`config.mk`:
```
export PLATFORM = sky130hd
export DESIGN_NAME = clic_top
export DESIGN_NICKNAME = d
export VERILOG_FILES = /design/src/logic/clic_pkg.sv /design/src/logic/clic_top.sv /design/src/logic/clic_core.sv
export VERILOG_INCLUDE_DIRS = /design/src /design/src/logic
export SDC_FILE = /design/constraint.sdc
export NUM_CORES = 1
export LEC_CHECK = 0
export BUFFER_PORTS_ARGS = -buffer_cell sky130_fd_sc_hd__buf_2
export CORE_ASPECT_RATIO = 1.25
export CORE_MARGIN = 4
export CORE_UTILIZATION = 30
export DETAILED_ROUTE_END_ITERATION = 10
export PLACE_DENSITY_LB_ADDON = 0.2
export SYNTH_ARGS = -nofsm -noshare
export SYNTH_HDL_FRONTEND = slang
export SYNTH_SLANG_ARGS = --single-unit
```
`constraint.sdc`:
```
create_clock -name clk_sys -period 4.95 [get_ports clk_sys]
set_input_delay 0 -clock clk_sys [delete_from_list [all_inputs] [get_ports clk_sys]]
set_output_delay 0 -clock clk_sys [all_outputs]
set_load 0.01 [all_outputs]
```
`src/logic/clic_defs.svh`:
```
// Constants for the cascaded legacy interrupt controller
`ifndef CLIC_DEFS_SVH
`define CLIC_DEFS_SVH

`define CLIC_PRI_CMD_ADDR   16'h0020
`define CLIC_PRI_DAT_ADDR   16'h0021
`define CLIC_SEC_CMD_ADDR   16'h00A0
`define CLIC_SEC_DAT_ADDR   16'h00A1
`define CLIC_TRIG_LO_ADDR   16'h04D0
`define CLIC_TRIG_HI_ADDR   16'h04D1

`define CLIC_INIT_BIT       4
`define CLIC_SEL3_BIT       3
`define CLIC_EOI_BIT        5
`define CLIC_SPEC_BIT       6
`define CLIC_RDSEL_BIT      1
`define CLIC_RDISR_BIT      0
`define CLIC_AUTO_BIT       1

`define CLIC_CASCADE_CFG    8'h04
`define CLIC_CASCADE_IN     3'h2
`define CLIC_SPURIOUS_IN    3'h7
`define CLIC_SEC_ID_RST     3'h2
`define CLIC_BASE_RST       5'h00
`define CLIC_PRI_EDGE_ONLY  8'h07
`define CLIC_SEC_EDGE_ONLY  8'h01
`define CLIC_LOW_SYNC_RST   16'hFFFF
`define CLIC_MISC_SYNC_RST  5'h10
`define CLIC_UNMAPPED_DATA  8'h00

`define CLIC_CLK_MHZ        50
`define CLIC_ACK_PULSE_NS   40
`define CLIC_ACK_GAP_NS     40
`define CLIC_ACK_PULSE_CYC  ((`CLIC_ACK_PULSE_NS * `CLIC_CLK_MHZ + 999) / 1000)
`define CLIC_ACK_GAP_CYC    ((`CLIC_ACK_GAP_NS * `CLIC_CLK_MHZ + 999) / 1000)

`endif

```
`src/logic/clic_pkg.sv`:
```
// Types shared by the interrupt controller modules
package clic_pkg;

    typedef enum logic [2:0] {AK_IDLE, AK_P1, AK_GAP, AK_P2, AK_DONE} clic_ack_t;
    typedef enum logic [1:0] {ST_READY, ST_W2, ST_W3, ST_W4} clic_step_t;
    typedef enum logic [2:0] {PS_NONE, PS_PRI_CMD, PS_PRI_DAT, PS_SEC_CMD, PS_SEC_DAT,
                              PS_TRIG_LO, PS_TRIG_HI} clic_port_t;

    typedef struct packed {
        logic [7:0] request_pending_bits;
        logic [7:0] in_service_bits;
        logic [7:0] mask;
        logic [7:0] prev;
        logic [2:0] idx;
        logic       hit;
    } clic_core_st_t;

    typedef struct packed {
        logic [15:0]           in_s1;
        logic [15:0]           in_s2;
        logic [15:0]           lo_s1;
        logic [15:0]           lo_s2;
        logic [4:0]            misc_s1;
        logic [4:0]            misc_s2;
        clic_ack_t             ack;
        logic [2:0]            cnt;
        logic [2:0]            cas;
        logic                  sec_sel;
        logic [7:0]            vec;
        clic_step_t [1:0]      step;
        logic [1:0][4:0]       base;
        logic [1:0]            auto_clr;
        logic [1:0]            ris;
        logic [2:0]            sec_id;
        logic [15:0]           trig;
        logic [7:0]            rdata;
    } clic_top_st_t;

endpackage

```
`src/logic/clic_top.sv`:
```
// Cascaded pair of legacy interrupt controllers with acknowledge sequencer
`timescale 1ns/10ps
`include "clic_defs.svh"

// Behaviour
// - Secondary controller chains into primary input 2, giving 15 usable lines.
// - Primary input 0 from timer or media timer 0; secondary 0 from RTC or timer 1.
// - Per-line edge or level select; lines 0, 1, 2 and RTC forced edge.
// - Active-low sources are inverted so high always means request.
// - Pending bit set on rising edge in edge mode, by high level in level mode.
// - Pending bit sets even when masked; masked lines never raise the CPU output.
// - CPU interrupt output active while any unmasked pending request outranks every in-service line.
// - Each acknowledge transaction yields exactly two internal acknowledge pulses.
// - Primary request state is frozen for priority resolution at the first pulse, the secondary's at the start of the gap after it.
// - First pulse sets winner's in-service bit and, in edge mode, clears its pending bit; a level line's pending bit follows its input.
// - Primary sends three-bit cascade code after first pulse; secondary decides to answer.
// - Second pulse returns vector: base bits 7..3, input number bits 2..0.
// - No request at acknowledge returns primary vector for input 7.
// - Automatic mode clears the acknowledged in-service bit at second pulse end.
// - Otherwise in-service stays set until software sends an end-of-service command.
// - Input 0 highest; in-service blocks same and lower, higher still interrupt.
// - Primary cascade configuration is fixed: only bit 2 set.
module clic_top
    import clic_pkg::*;
(
    input  wire logic        clk_sys,
    input  wire logic        reset_n,
    input  wire logic [15:0] irq_in,
    input  wire logic [15:0] shared_pci_request_n,
    input  wire logic        rtc_request_n,
    input  wire logic        timer0_out,
    input  wire logic        mm_timer0,
    input  wire logic        mm_timer1,
    input  wire logic        mm_timer_sel,
    input  wire logic [15:0] io_addr,
    input  wire logic        io_wr,
    input  wire logic        io_rd,
    input  wire logic [7:0]  io_wdata,
    output logic [7:0]       io_rdata,
    input  wire logic        ack_req,
    output logic             ack_busy,
    output logic             ack_pulse_n,
    output logic [2:0]       cascade_id,
    output logic [7:0]       vector_out,
    output logic             vector_valid,
    output logic             cpu_irq_out
);

    localparam logic [2:0] PULSE_LAST = 3'(`CLIC_ACK_PULSE_CYC - 1);
    localparam logic [2:0] GAP_LAST   = 3'(`CLIC_ACK_GAP_CYC - 1);
    // Primary cascade wiring is fixed, not programmable
    localparam logic [7:0] CASCADE_CFG = `CLIC_CASCADE_CFG;

    clic_top_st_t st;
    clic_top_st_t nxt;

    logic [15:0] src;
    logic        t0_src;
    logic        rtc_src;
    clic_port_t  psel;
    logic        sec_match;
    logic [7:0]  ack_vec;

    logic [7:0]  c_req     [2];
    logic [7:0]  c_trig    [2];
    logic [7:0]  c_irr     [2];
    logic [7:0]  c_isr     [2];
    logic [7:0]  c_mask    [2];
    logic        c_init    [2];
    logic        c_mask_wr [2];
    logic        c_eoi_any [2];
    logic        c_eoi_spec[2];
    logic        c_take    [2];
    logic        c_auto    [2];
    logic        c_irq     [2];
    logic        c_hit     [2];
    logic [2:0]  c_idx     [2];

    // Address decode, shared by the read and write paths
    function automatic clic_port_t port_sel(input logic [15:0] a);
        clic_port_t p;
        case (a)
            `CLIC_PRI_CMD_ADDR: p = PS_PRI_CMD;
            `CLIC_PRI_DAT_ADDR: p = PS_PRI_DAT;
            `CLIC_SEC_CMD_ADDR: p = PS_SEC_CMD;
            `CLIC_SEC_DAT_ADDR: p = PS_SEC_DAT;
            `CLIC_TRIG_LO_ADDR: p = PS_TRIG_LO;
            `CLIC_TRIG_HI_ADDR: p = PS_TRIG_HI;
            default:            p = PS_NONE;
        endcase
        return p;
    endfunction

    function automatic logic is_cmd(input clic_port_t p, input int k);
        return (k == 0) ? (p == PS_PRI_CMD) : (p == PS_SEC_CMD);
    endfunction

    function automatic logic is_dat(input clic_port_t p, input int k);
        return (k == 0) ? (p == PS_PRI_DAT) : (p == PS_SEC_DAT);
    endfunction

    // Vector byte: base of the answering controller, then input number
    function automatic logic [7:0] make_vec(input logic [4:0] b, input logic [2:0] n);
        return {b, n};
    endfunction

    genvar g;
    generate
        for (g = 0; g < 2; g++)
        begin : gen_ctl
            clic_core u_core (
                .clk_sys    (clk_sys),
                .reset_n    (reset_n),
                .req        (c_req[g]),
                .trig_level (c_trig[g]),
                .init       (c_init[g]),
                .mask_wr    (c_mask_wr[g]),
                .mask_data  (io_wdata),
                .eoi_any    (c_eoi_any[g]),
                .eoi_spec   (c_eoi_spec[g]),
                .eoi_lvl    (io_wdata[2:0]),
                .take       (c_take[g]),
                .auto_clr   (c_auto[g]),
                .irq_out    (c_irq[g]),
                .request_pending_bits        (c_irr[g]),
                .in_service_bits        (c_isr[g]),
                .mask       (c_mask[g]),
                .win_idx    (c_idx[g]),
                .win_hit    (c_hit[g])
            );
        end
    endgenerate

    assign cpu_irq_out  = c_irq[0];
    assign ack_busy     = (st.ack != AK_IDLE);
    assign ack_pulse_n  = ~((st.ack == AK_P1) || (st.ack == AK_P2));
    assign vector_valid = (st.ack == AK_DONE);
    assign vector_out   = st.vec;
    assign cascade_id   = st.cas;
    assign io_rdata     = st.rdata;

    // Source selection and polarity; synchronised copies only
    always_comb
    begin
        src = st.in_s2 | ~st.lo_s2;
        t0_src = st.misc_s2[0] ? st.misc_s2[2] : st.misc_s2[3];
        rtc_src = st.misc_s2[0] ? st.misc_s2[1] : ~st.misc_s2[4];
        c_req[0] = {src[7:3], c_irq[1], src[1], t0_src};
        c_req[1] = {src[15:9], rtc_src};
        c_trig[0] = st.trig[7:0] & ~`CLIC_PRI_EDGE_ONLY;
        c_trig[1] = st.trig[15:8] & ~`CLIC_SEC_EDGE_ONLY;
    end

    // Acknowledge decisions, from registered sequencer state only
    always_comb
    begin
        // Secondary answers only if the primary picked its cascade input
        sec_match = c_hit[0] && (st.cas == `CLIC_CASCADE_IN) && CASCADE_CFG[`CLIC_CASCADE_IN]
                    && (st.cas == st.sec_id);
        if (c_hit[0] && (c_idx[0] != `CLIC_CASCADE_IN))
            ack_vec = make_vec(st.base[0], c_idx[0]);
        else if (c_hit[0] && st.sec_sel && c_hit[1])
            ack_vec = make_vec(st.base[1], c_idx[1]);
        else
            ack_vec = make_vec(st.base[0], `CLIC_SPURIOUS_IN);
    end

    always_comb
    begin
        nxt = st;
        nxt.in_s1 = irq_in;
        nxt.in_s2 = st.in_s1;
        nxt.lo_s1 = shared_pci_request_n;
        nxt.lo_s2 = st.lo_s1;
        nxt.misc_s1 = {rtc_request_n, timer0_out, mm_timer0, mm_timer1, mm_timer_sel};
        nxt.misc_s2 = st.misc_s1;

        psel = port_sel(io_addr);
        for (int k = 0; k < 2; k++)
        begin
            c_init[k] = 1'b0;
            c_mask_wr[k] = 1'b0;
            c_eoi_any[k] = 1'b0;
            c_eoi_spec[k] = 1'b0;
            c_take[k] = 1'b0;
            c_auto[k] = 1'b0;
        end

        // Command and data ports of each controller
        for (int k = 0; k < 2; k++)
        begin
            if (io_wr && is_cmd(psel, k))
            begin
                if (io_wdata[`CLIC_INIT_BIT])
                begin
                    // Init word restarts the setup sequence and clears the mask
                    nxt.step[k] = ST_W2;
                    nxt.ris[k] = 1'b0;
                    c_init[k] = 1'b1;
                end
                else if (io_wdata[`CLIC_SEL3_BIT])
                begin
                    if (io_wdata[`CLIC_RDSEL_BIT])
                        nxt.ris[k] = io_wdata[`CLIC_RDISR_BIT];
                end
                else if (io_wdata[`CLIC_EOI_BIT])
                begin
                    if (io_wdata[`CLIC_SPEC_BIT])
                        c_eoi_spec[k] = 1'b1;
                    else
                        c_eoi_any[k] = 1'b1;
                end
            end
            if (io_wr && is_dat(psel, k))
            begin
                case (st.step[k])
                    ST_W2:
                    begin
                        nxt.base[k] = io_wdata[7:3];
                        nxt.step[k] = ST_W3;
                    end
                    ST_W3:
                    begin
                        // Primary cascade wiring is fixed, its written value is dropped
                        if (k == 1)
                            nxt.sec_id = io_wdata[2:0];
                        nxt.step[k] = ST_W4;
                    end
                    ST_W4:
                    begin
                        nxt.auto_clr[k] = io_wdata[`CLIC_AUTO_BIT];
                        nxt.step[k] = ST_READY;
                    end
                    default:
                        c_mask_wr[k] = 1'b1;
                endcase
            end
        end

        // Stored as written; forced-edge lines are masked where used
        if (io_wr && (psel == PS_TRIG_LO))
            nxt.trig[7:0] = io_wdata;
        if (io_wr && (psel == PS_TRIG_HI))
            nxt.trig[15:8] = io_wdata;

        // Registered read data holds until the next read
        if (io_rd)
        begin
            case (psel)
                PS_PRI_CMD: nxt.rdata = st.ris[0] ? c_isr[0] : c_irr[0];
                PS_SEC_CMD: nxt.rdata = st.ris[1] ? c_isr[1] : c_irr[1];
                PS_PRI_DAT: nxt.rdata = c_mask[0];
                PS_SEC_DAT: nxt.rdata = c_mask[1];
                PS_TRIG_LO: nxt.rdata = st.trig[7:0];
                PS_TRIG_HI: nxt.rdata = st.trig[15:8];
                default:    nxt.rdata = `CLIC_UNMAPPED_DATA;
            endcase
        end

        // Acknowledge sequencer: one transaction, two internal pulses
        case (st.ack)
            AK_IDLE:
            begin
                // Requests while busy are dropped, never queued
                if (ack_req)
                begin
                    nxt.ack = AK_P1;
                    nxt.cnt = 3'h0;
                    nxt.sec_sel = 1'b0;
                    c_take[0] = 1'b1;
                end
            end
            AK_P1:
            begin
                if (st.cnt == PULSE_LAST)
                begin
                    // Trailing edge of first pulse: broadcast winner code
                    nxt.ack = AK_GAP;
                    nxt.cnt = 3'h0;
                    nxt.cas = c_idx[0];
                end
                else
                    nxt.cnt = 3'(st.cnt + 3'h1);
            end
            AK_GAP:
            begin
                if ((st.cnt == 3'h0) && sec_match)
                begin
                    c_take[1] = 1'b1;
                    nxt.sec_sel = 1'b1;
                end
                if (st.cnt == GAP_LAST)
                begin
                    nxt.ack = AK_P2;
                    nxt.cnt = 3'h0;
                end
                else
                    nxt.cnt = 3'(st.cnt + 3'h1);
            end
            AK_P2:
            begin
                if (st.cnt == PULSE_LAST)
                begin
                    nxt.ack = AK_DONE;
                    nxt.cnt = 3'h0;
                    nxt.vec = ack_vec;
                end
                else
                    nxt.cnt = 3'(st.cnt + 3'h1);
            end
            AK_DONE:
            begin
                // End of second pulse; secondary cleared only if it answered
                c_auto[0] = st.auto_clr[0];
                c_auto[1] = st.auto_clr[1] & st.sec_sel;
                nxt.ack = AK_IDLE;
            end
            default:
                nxt.ack = AK_IDLE;
        endcase
    end

    always_ff @(posedge clk_sys or negedge reset_n)
    begin
        if (!reset_n)
        begin
            st <= '0;
            // Low-active synchronisers start idle: no false edge after reset
            st.lo_s1 <= `CLIC_LOW_SYNC_RST;
            st.lo_s2 <= `CLIC_LOW_SYNC_RST;
            st.misc_s1 <= `CLIC_MISC_SYNC_RST;
            st.misc_s2 <= `CLIC_MISC_SYNC_RST;
            st.sec_id <= `CLIC_SEC_ID_RST;
            st.base <= {`CLIC_BASE_RST, `CLIC_BASE_RST};
        end
        else
            st <= nxt;
    end

endmodule

```
`src/logic/clic_core.sv`:
```
// One eight-input controller: request, service and mask bits, priority
`timescale 1ns/10ps
`include "clic_defs.svh"

module clic_core
    import clic_pkg::*;
(
    input  wire logic       clk_sys,
    input  wire logic       reset_n,
    input  wire logic [7:0] req,
    input  wire logic [7:0] trig_level,
    input  wire logic       init,
    input  wire logic       mask_wr,
    input  wire logic [7:0] mask_data,
    input  wire logic       eoi_any,
    input  wire logic       eoi_spec,
    input  wire logic [2:0] eoi_lvl,
    input  wire logic       take,
    input  wire logic       auto_clr,
    output logic            irq_out,
    output logic [7:0]      request_pending_bits,
    output logic [7:0]      in_service_bits,
    output logic [7:0]      mask,
    output logic [2:0]      win_idx,
    output logic            win_hit
);

    clic_core_st_t st;
    clic_core_st_t nxt;
    logic [7:0]    cand;
    logic [7:0]    rise;
    logic [7:0]    clr;
    logic [7:0]    isr_set;
    logic [7:0]    isr_clr;

    // Lowest set index, i.e. highest priority
    function automatic logic [2:0] first_set(input logic [7:0] v);
        logic [2:0] r;
        r = 3'h0;
        for (int i = 7; i >= 0; i--)
        begin
            if (v[i])
                r = 3'(i);
        end
        return r;
    endfunction

    function automatic logic [7:0] onehot(input logic [2:0] n);
        return 8'(8'h01 << n);
    endfunction

    // Inputs strictly above the highest one in service
    function automatic logic [7:0] above(input logic [7:0] s);
        logic [7:0] m;
        logic       blk;
        blk = 1'b0;
        m = 8'h00;
        for (int i = 0; i < 8; i++)
        begin
            blk = blk | s[i];
            m[i] = ~blk;
        end
        return m;
    endfunction

    assign cand    = st.request_pending_bits & ~st.mask & above(st.in_service_bits);
    assign irq_out = |cand;
    assign request_pending_bits     = st.request_pending_bits;
    assign in_service_bits     = st.in_service_bits;
    assign mask    = st.mask;
    assign win_idx = st.idx;
    assign win_hit = st.hit;

    always_comb
    begin
        nxt = st;
        nxt.prev = req;
        rise = req & ~st.prev;
        clr = 8'h00;
        isr_set = 8'h00;
        isr_clr = 8'h00;
        if (take)
        begin
            nxt.hit = |cand;
            nxt.idx = first_set(cand);
            if (|cand)
            begin
                clr = onehot(first_set(cand));
                isr_set = onehot(first_set(cand));
            end
        end
        if (auto_clr && st.hit)
            isr_clr = isr_clr | onehot(st.idx);
        if (eoi_any)
            isr_clr = isr_clr | (onehot(first_set(st.in_service_bits)) & st.in_service_bits);
        if (eoi_spec)
            isr_clr = isr_clr | onehot(eoi_lvl);
        // Masked lines still latch; level lines follow the input
        nxt.request_pending_bits = (st.request_pending_bits & ~clr & ~trig_level) | (rise & ~trig_level) | (req & trig_level);
        nxt.in_service_bits = (st.in_service_bits & ~isr_clr) | isr_set;
        if (mask_wr)
            nxt.mask = mask_data;
        if (init)
        begin
            nxt.request_pending_bits = 8'h00;
            nxt.mask = 8'h00;
        end
    end

    always_ff @(posedge clk_sys or negedge reset_n)
    begin
        if (!reset_n)
            st <= '0;
        else
            st <= nxt;
    end

endmodule

```
=== Yosys cells after proc, flatten, opt, wreduce, memory -nomap -nowiden ===
Cells that the tools add are included.

* Flip-flop bits (word level): 209
* Output and inout port bits: 23

* $add $sub $neg: 1
* Eq/ne operators: 31
* Shift operators: 7
* Muxes and demuxes: 107
* Bitwise operators: 73
* Reductions and logical operators: 41

{| class="wikitable"
|+ Operators by type and width
! kind !! number
|-
| two-way mux 8 bit || 20
|-
| bitwise AND 8 bit || 18
|-
| two-way mux 3 bit || 42
|-
| NOT 8 bit || 10
|-
| OR 8 bit || 10
|-
| << shifter 1 x 3 -> 8 bit, first input constant || 7
|-
| one-hot mux 8 bit (6 select lines) || 1
|-
| == test 16 x 11 -> 1 bit, second input constant || 2
|-
| == test 16 x 6 -> 1 bit, second input constant || 2
|-
| == test 16 x 8 -> 1 bit, second input constant || 2
|-
| two-way mux 1 bit || 30
|-
| NOT 1 bit || 18
|-
| one-hot mux 3 bit (6 select lines) || 1
|-
| NOT 16 bit || 1
|-
| OR 16 bit || 1
|-
| AND reduction 2 bit || 8
|-
| OR reduction 8 bit || 2
|-
| == test 3 x 2 -> 1 bit, second input constant || 5
|-
| logical AND 1 bit || 14
|-
| two-way mux 2 bit || 7
|-
| OR 1 bit || 14
|-
| == test 3 bit, second input constant || 4
|-
| one-hot mux 2 bit (3 select lines) || 2
|-
| one-hot mux 3 bit (4 select lines) || 1
|-
| other kinds (19) || 38
|}

=== Logic depth before layout (Yosys ltp) ===
* Depth in word-level cells: 28
* Gate-level depth with buffers: 7

=== Hierarchy ===
A second synthesis with hierarchy kept.

* Cell total of the unflattened synthesis: 847
* Area, all modules: 9369.0 um^2

{| class="wikitable"
|+ Modules (own cells, without submodules)
! module !! times used !! cells each !! area each (um^2)
|-
| clic_top || 1 || 411 || 5315.1
|-
| clic_core || 2 || 218 || 2026.9
|}

=== Least setup slack after synthesis ===
No wires, ideal clock.

* Path kind: reg-to-reg
* Start: reg gen_ctl[1].u_core.st, in the netlist gen_ctl[1].u_core.in_service_bits[0]
* End: reg gen_ctl[1].u_core.st, in the netlist gen_ctl[1].u_core.request_pending_bits[4]
* Setup time: 0.126 ns
* Arrival time: 2.075 ns
* Data required time: 4.824 ns
* Slack: 2.750 ns
* Cell stages (with the launch flop): 8
* Path buffers: 1
* Period minus slack after synthesis: 2.200 ns
* Cells stage by stage: dfrtp_1 buf_6 or4_4 a211o_1 a21o_1 or4_4 o21ai_1 a21oi_1

{| class="wikitable"
|+ RTL lines
! element !! RTL line !! text
|-
| start: declaration || clic_core.sv:28 || <nowiki>clic_core_st_t st;</nowiki>
|-
| start signal: assignment || clic_core.sv:115 || <nowiki>st <= nxt;</nowiki>
|}

==> results.cfg <==
[timing]
hold_violations = 0
fin_tns_setup_ns = 0
worstMarginPinSlew_ns = 1.034
rsz0062_at_grt = no
setup_viol = 0
drv_slew = 0
fin_crit_ns = 3.009
period_share = 0.6079
finClkSkew_ns = 0.01158
max_slew_margin = 0.3046
fmax_ghz = 0.3324

[floorplan]
start_util = 0.3049
die_w_um = 162.2
die_y_um = 200.8
ios = 89
core_area_mm2 = 0.02925
rows = 70
die_area_mm2 = 0.03257

[critical_path]
critical_path.max_fanout = 13
arrival_ns = 3.31
max_stage_delay_ns = 0.62
cp.required_ns = 5.26
start_kind = flip-flop
reg2reg_depth = 6
cp_common_cell = nor2_1
cp_slowest_cell = nand3b_1
path_class = flip-flop to flip-flop
path_cells = nor2_1 -> nand3b_1 -> nor3_1 -> nand4_1 -> nor2_1 -> o22ai_1
end_kind = flip-flop

[placed_design]
gp_congestion = 0.8945
hpwl_um = 17490
port_buffers = 82

[clock_tree]
clkLatencyLatePin_ns = 0.44
htreeDepth = 4
cts_tree = done
cts-root-buf = clkbuf_16
cts.sinks = 197
cts_buffer_depth = 2
clk_pin_slew_ns = 0.08
cts_made_buffers = 17

[power]
intPower_uw = 2505
pwr-share-clk = 0.408
p_sw_frac = 0.2617
p_seq_frac = 0.509
comb_power_share = 0.084
p_sw_uw = 887.9
power.total_uw = 3393
irDropWorstVdd_v = 0.0002422
p_leak_uw = 0.004575
power.density_mw_per_mm2 = 319.3

[global_routing]
grt.overflow.total = 0
grt_pass1_vias = 6657
grt_pass1_wl_um = 38500
grt_max_degree = 102
antenna_found_initial = 0
grt_usage = 0.1524

[synthesis]
synth_top_area_frac = 0.4714
yosysTopAreaCell = dfrtp_1
yosys-top-cells-count = dfrtp_1 (168), o21ai_0 (76), nand2_1 (75)
synth_seq_cells = 197
ys_top_cells_by_area = dfrtp_1 (47%), dfstp_2 (8.5%), mux2_2 (5.7%)
synth_fp_nets = 894
syn_avg_cell_area_um2 = 10.89
async_flop_share = 1.000
yosysWarnings = 0
synth_flop_cell = dfrtp_1
synth.cell_area_mm2 = 0.008919
yosysUniqueCellTypes = 75
synth_edf_count = 0
synth_cells = 819
synth.most_common_cell = dfrtp_1
seq_area_frac_synth = 0.5568

[job]
cap_violations = 0

[cells_and_area]
drive_gt1_frac = 0.2305
layout.nets = 999
antennaDiodeCount = 0
area_growth_pct = 19.14

[route]
wirelength_um = 24520
viasPerCell = 5.005
dr_total_vias = 6672
ant_nets = 0
firstDrtPassIters = 6
drt_iter0_drc = 679
wl_per_cell_um = 18.40
drc = 0

[run_status]
status = completed

[hold_path]
holdPathStages = 4
holdCritPathClass = primary input to flip-flop
==> cell type report <==
cell class,instances,area [µm²]
Tap cell,396,495.5
Sequential cell,197,4966
Clock inverter,15,156.4
Multi-Input combinational cell,545,3581
Inverter,35,131.4
Timing Repair Buffer,128,869.6
Fill cell,3010,18630
Clock buffer,17,425.4
==> power by group through the flow <==
stage	clock network, µW	registers [µW]	logic (µW)
final	1380	1730	284
after floorplan	0	1730	162
after global routing	1500	1730	321
after CTS	1430	1730	288
after global placement	0	1750	261
after detailed placement	0	1760	262
==> state kept, by name (all words and copies together), names as in the netlist <==
name                                 flops
c_trig                                  12
cascade_id                               3
gen_ctl.u_core.in_service_bits          16
gen_ctl.u_core.mask                     16
gen_ctl.u_core.request_pending_bits     16
gen_ctl.u_core.st                       16
gen_ctl.u_core.win_hit                   2
gen_ctl.u_core.win_idx                   6
io_rdata                                 8
nxt                                     31
st                                      63
vector_out                               8
==> final timing paths <==
check	from	to	slack [ns]
worst min-delay path	io_wr	st[28]	0.06
worst max register to register	st[61]	gen_ctl[0].u_core.request_pending_bits[7]	1.94
min in group asynchronous	reset_n	nxt[110]	0.16
max in group asynchronous	reset_n	st[115]	3.57
worst min register to register	nxt[114]	st[114]	0.35
worst max-delay path	st[61]	gen_ctl[0].u_core.request_pending_bits[7]	1.94
==> worst max-delay path, delay by kind of cell (launching register included) <==
kind	cells	cell delay, ns
DFF	1	0.46
and+or+nand+nor	5	2.31
AOI/OAI and AO/OA	1	0.12
==> metrics by stage <==
stage | cells | cell area, µm² | util | hold WS (ns) | setup slack (ns)
floorplan | 819 | 8919 | - | -0.2956 | 2.750
global placement | 1259 | 9623 | 0.3290 | 0.1045 | 1.809
detailed placement | 1259 | 9623 | 0.3290 | 0.1062 | 1.789
CTS | 1333 | 10630 | 0.3632 | 0.02425 | 2.045
global route | 1333 | 10630 | 0.3632 | 0.05992 | 1.655
finish | 1333 | 10630 | 0.3632 | 0.06364 | 1.941
==> cell usage in the layout, fill, tap and decap left out, types with 4 or more instances in the layout <==
cell type / synthesis / final
o221ai_1: 4 / 4
or2_2: 4 / 4
o21ai_0: 76 / 76
and3_1: 4 / 4
clkbuf_16: 0 / 17
dlygate4sd3_1: 0 / 42
a222oi_1: 7 / 7
nor4_1: 6 / 6
nand2_1: 75 / 75
and2_1: 8 / 8
dfrtp_1: 168 / 168
o21a_1: 4 / 4
buf_4: 19 / 4
o22ai_1: 7 / 7
nand2b_1: 34 / 34
mux2_2: 45 / 45
a21o_1: 9 / 9
inv_1: 35 / 35
inv_6: 0 / 8
buf_2: 3 / 81
a21oi_1: 31 / 31
nand4_1: 9 / 9
dfstp_2: 29 / 29
mux2i_1: 17 / 17
nand3_1: 14 / 14
ha_1: 9 / 9
a22o_1: 8 / 8
nor2_1: 47 / 47
a31oi_1: 4 / 4
o31ai_1: 13 / 13
nor3b_1: 6 / 6
o21ai_1: 4 / 4
nor3_1: 13 / 13
nand3b_1: 5 / 5
a22oi_1: 9 / 9
nor2b_1: 19 / 19
==> timing repair <==
action | 4_1_cts | 5_1_grt
setup buffers | 0 | 0
hold buffers | 42 | 0
endpoints found under the hold margin | 143 | 0
gates resized for setup | 0 | 0
==> routing by layer <==
| metal | GRT usage | up-vias | part of all wire |
|---|---|---|---|
| met5 | 0 | - | 0 |
| met4 | 0.04835 | 0 | 0.021 |
| met3 | 0.02732 | 30 | 0.049 |
| met2 | 0.2400 | 203 | 0.47 |
| met1 | 0.2140 | 3315 | 0.46 |
| li1 | - | 3124 | - |
==> cells by family (layout without fill, tap and decap cells) <==
group           Yosys count  in the layout  share of synthesized area
simple gates            272            272                     0.1654
xor+xnor                  1              1                  0.0009822
flops                   197            197                     0.5568
compound gates          201            201                     0.1466
mux                      62             62                    0.07590
buf+inv                  77            195                    0.04167
fa+ha+maj                 9              9                    0.01263
Power figures use the tool's default switching activity.
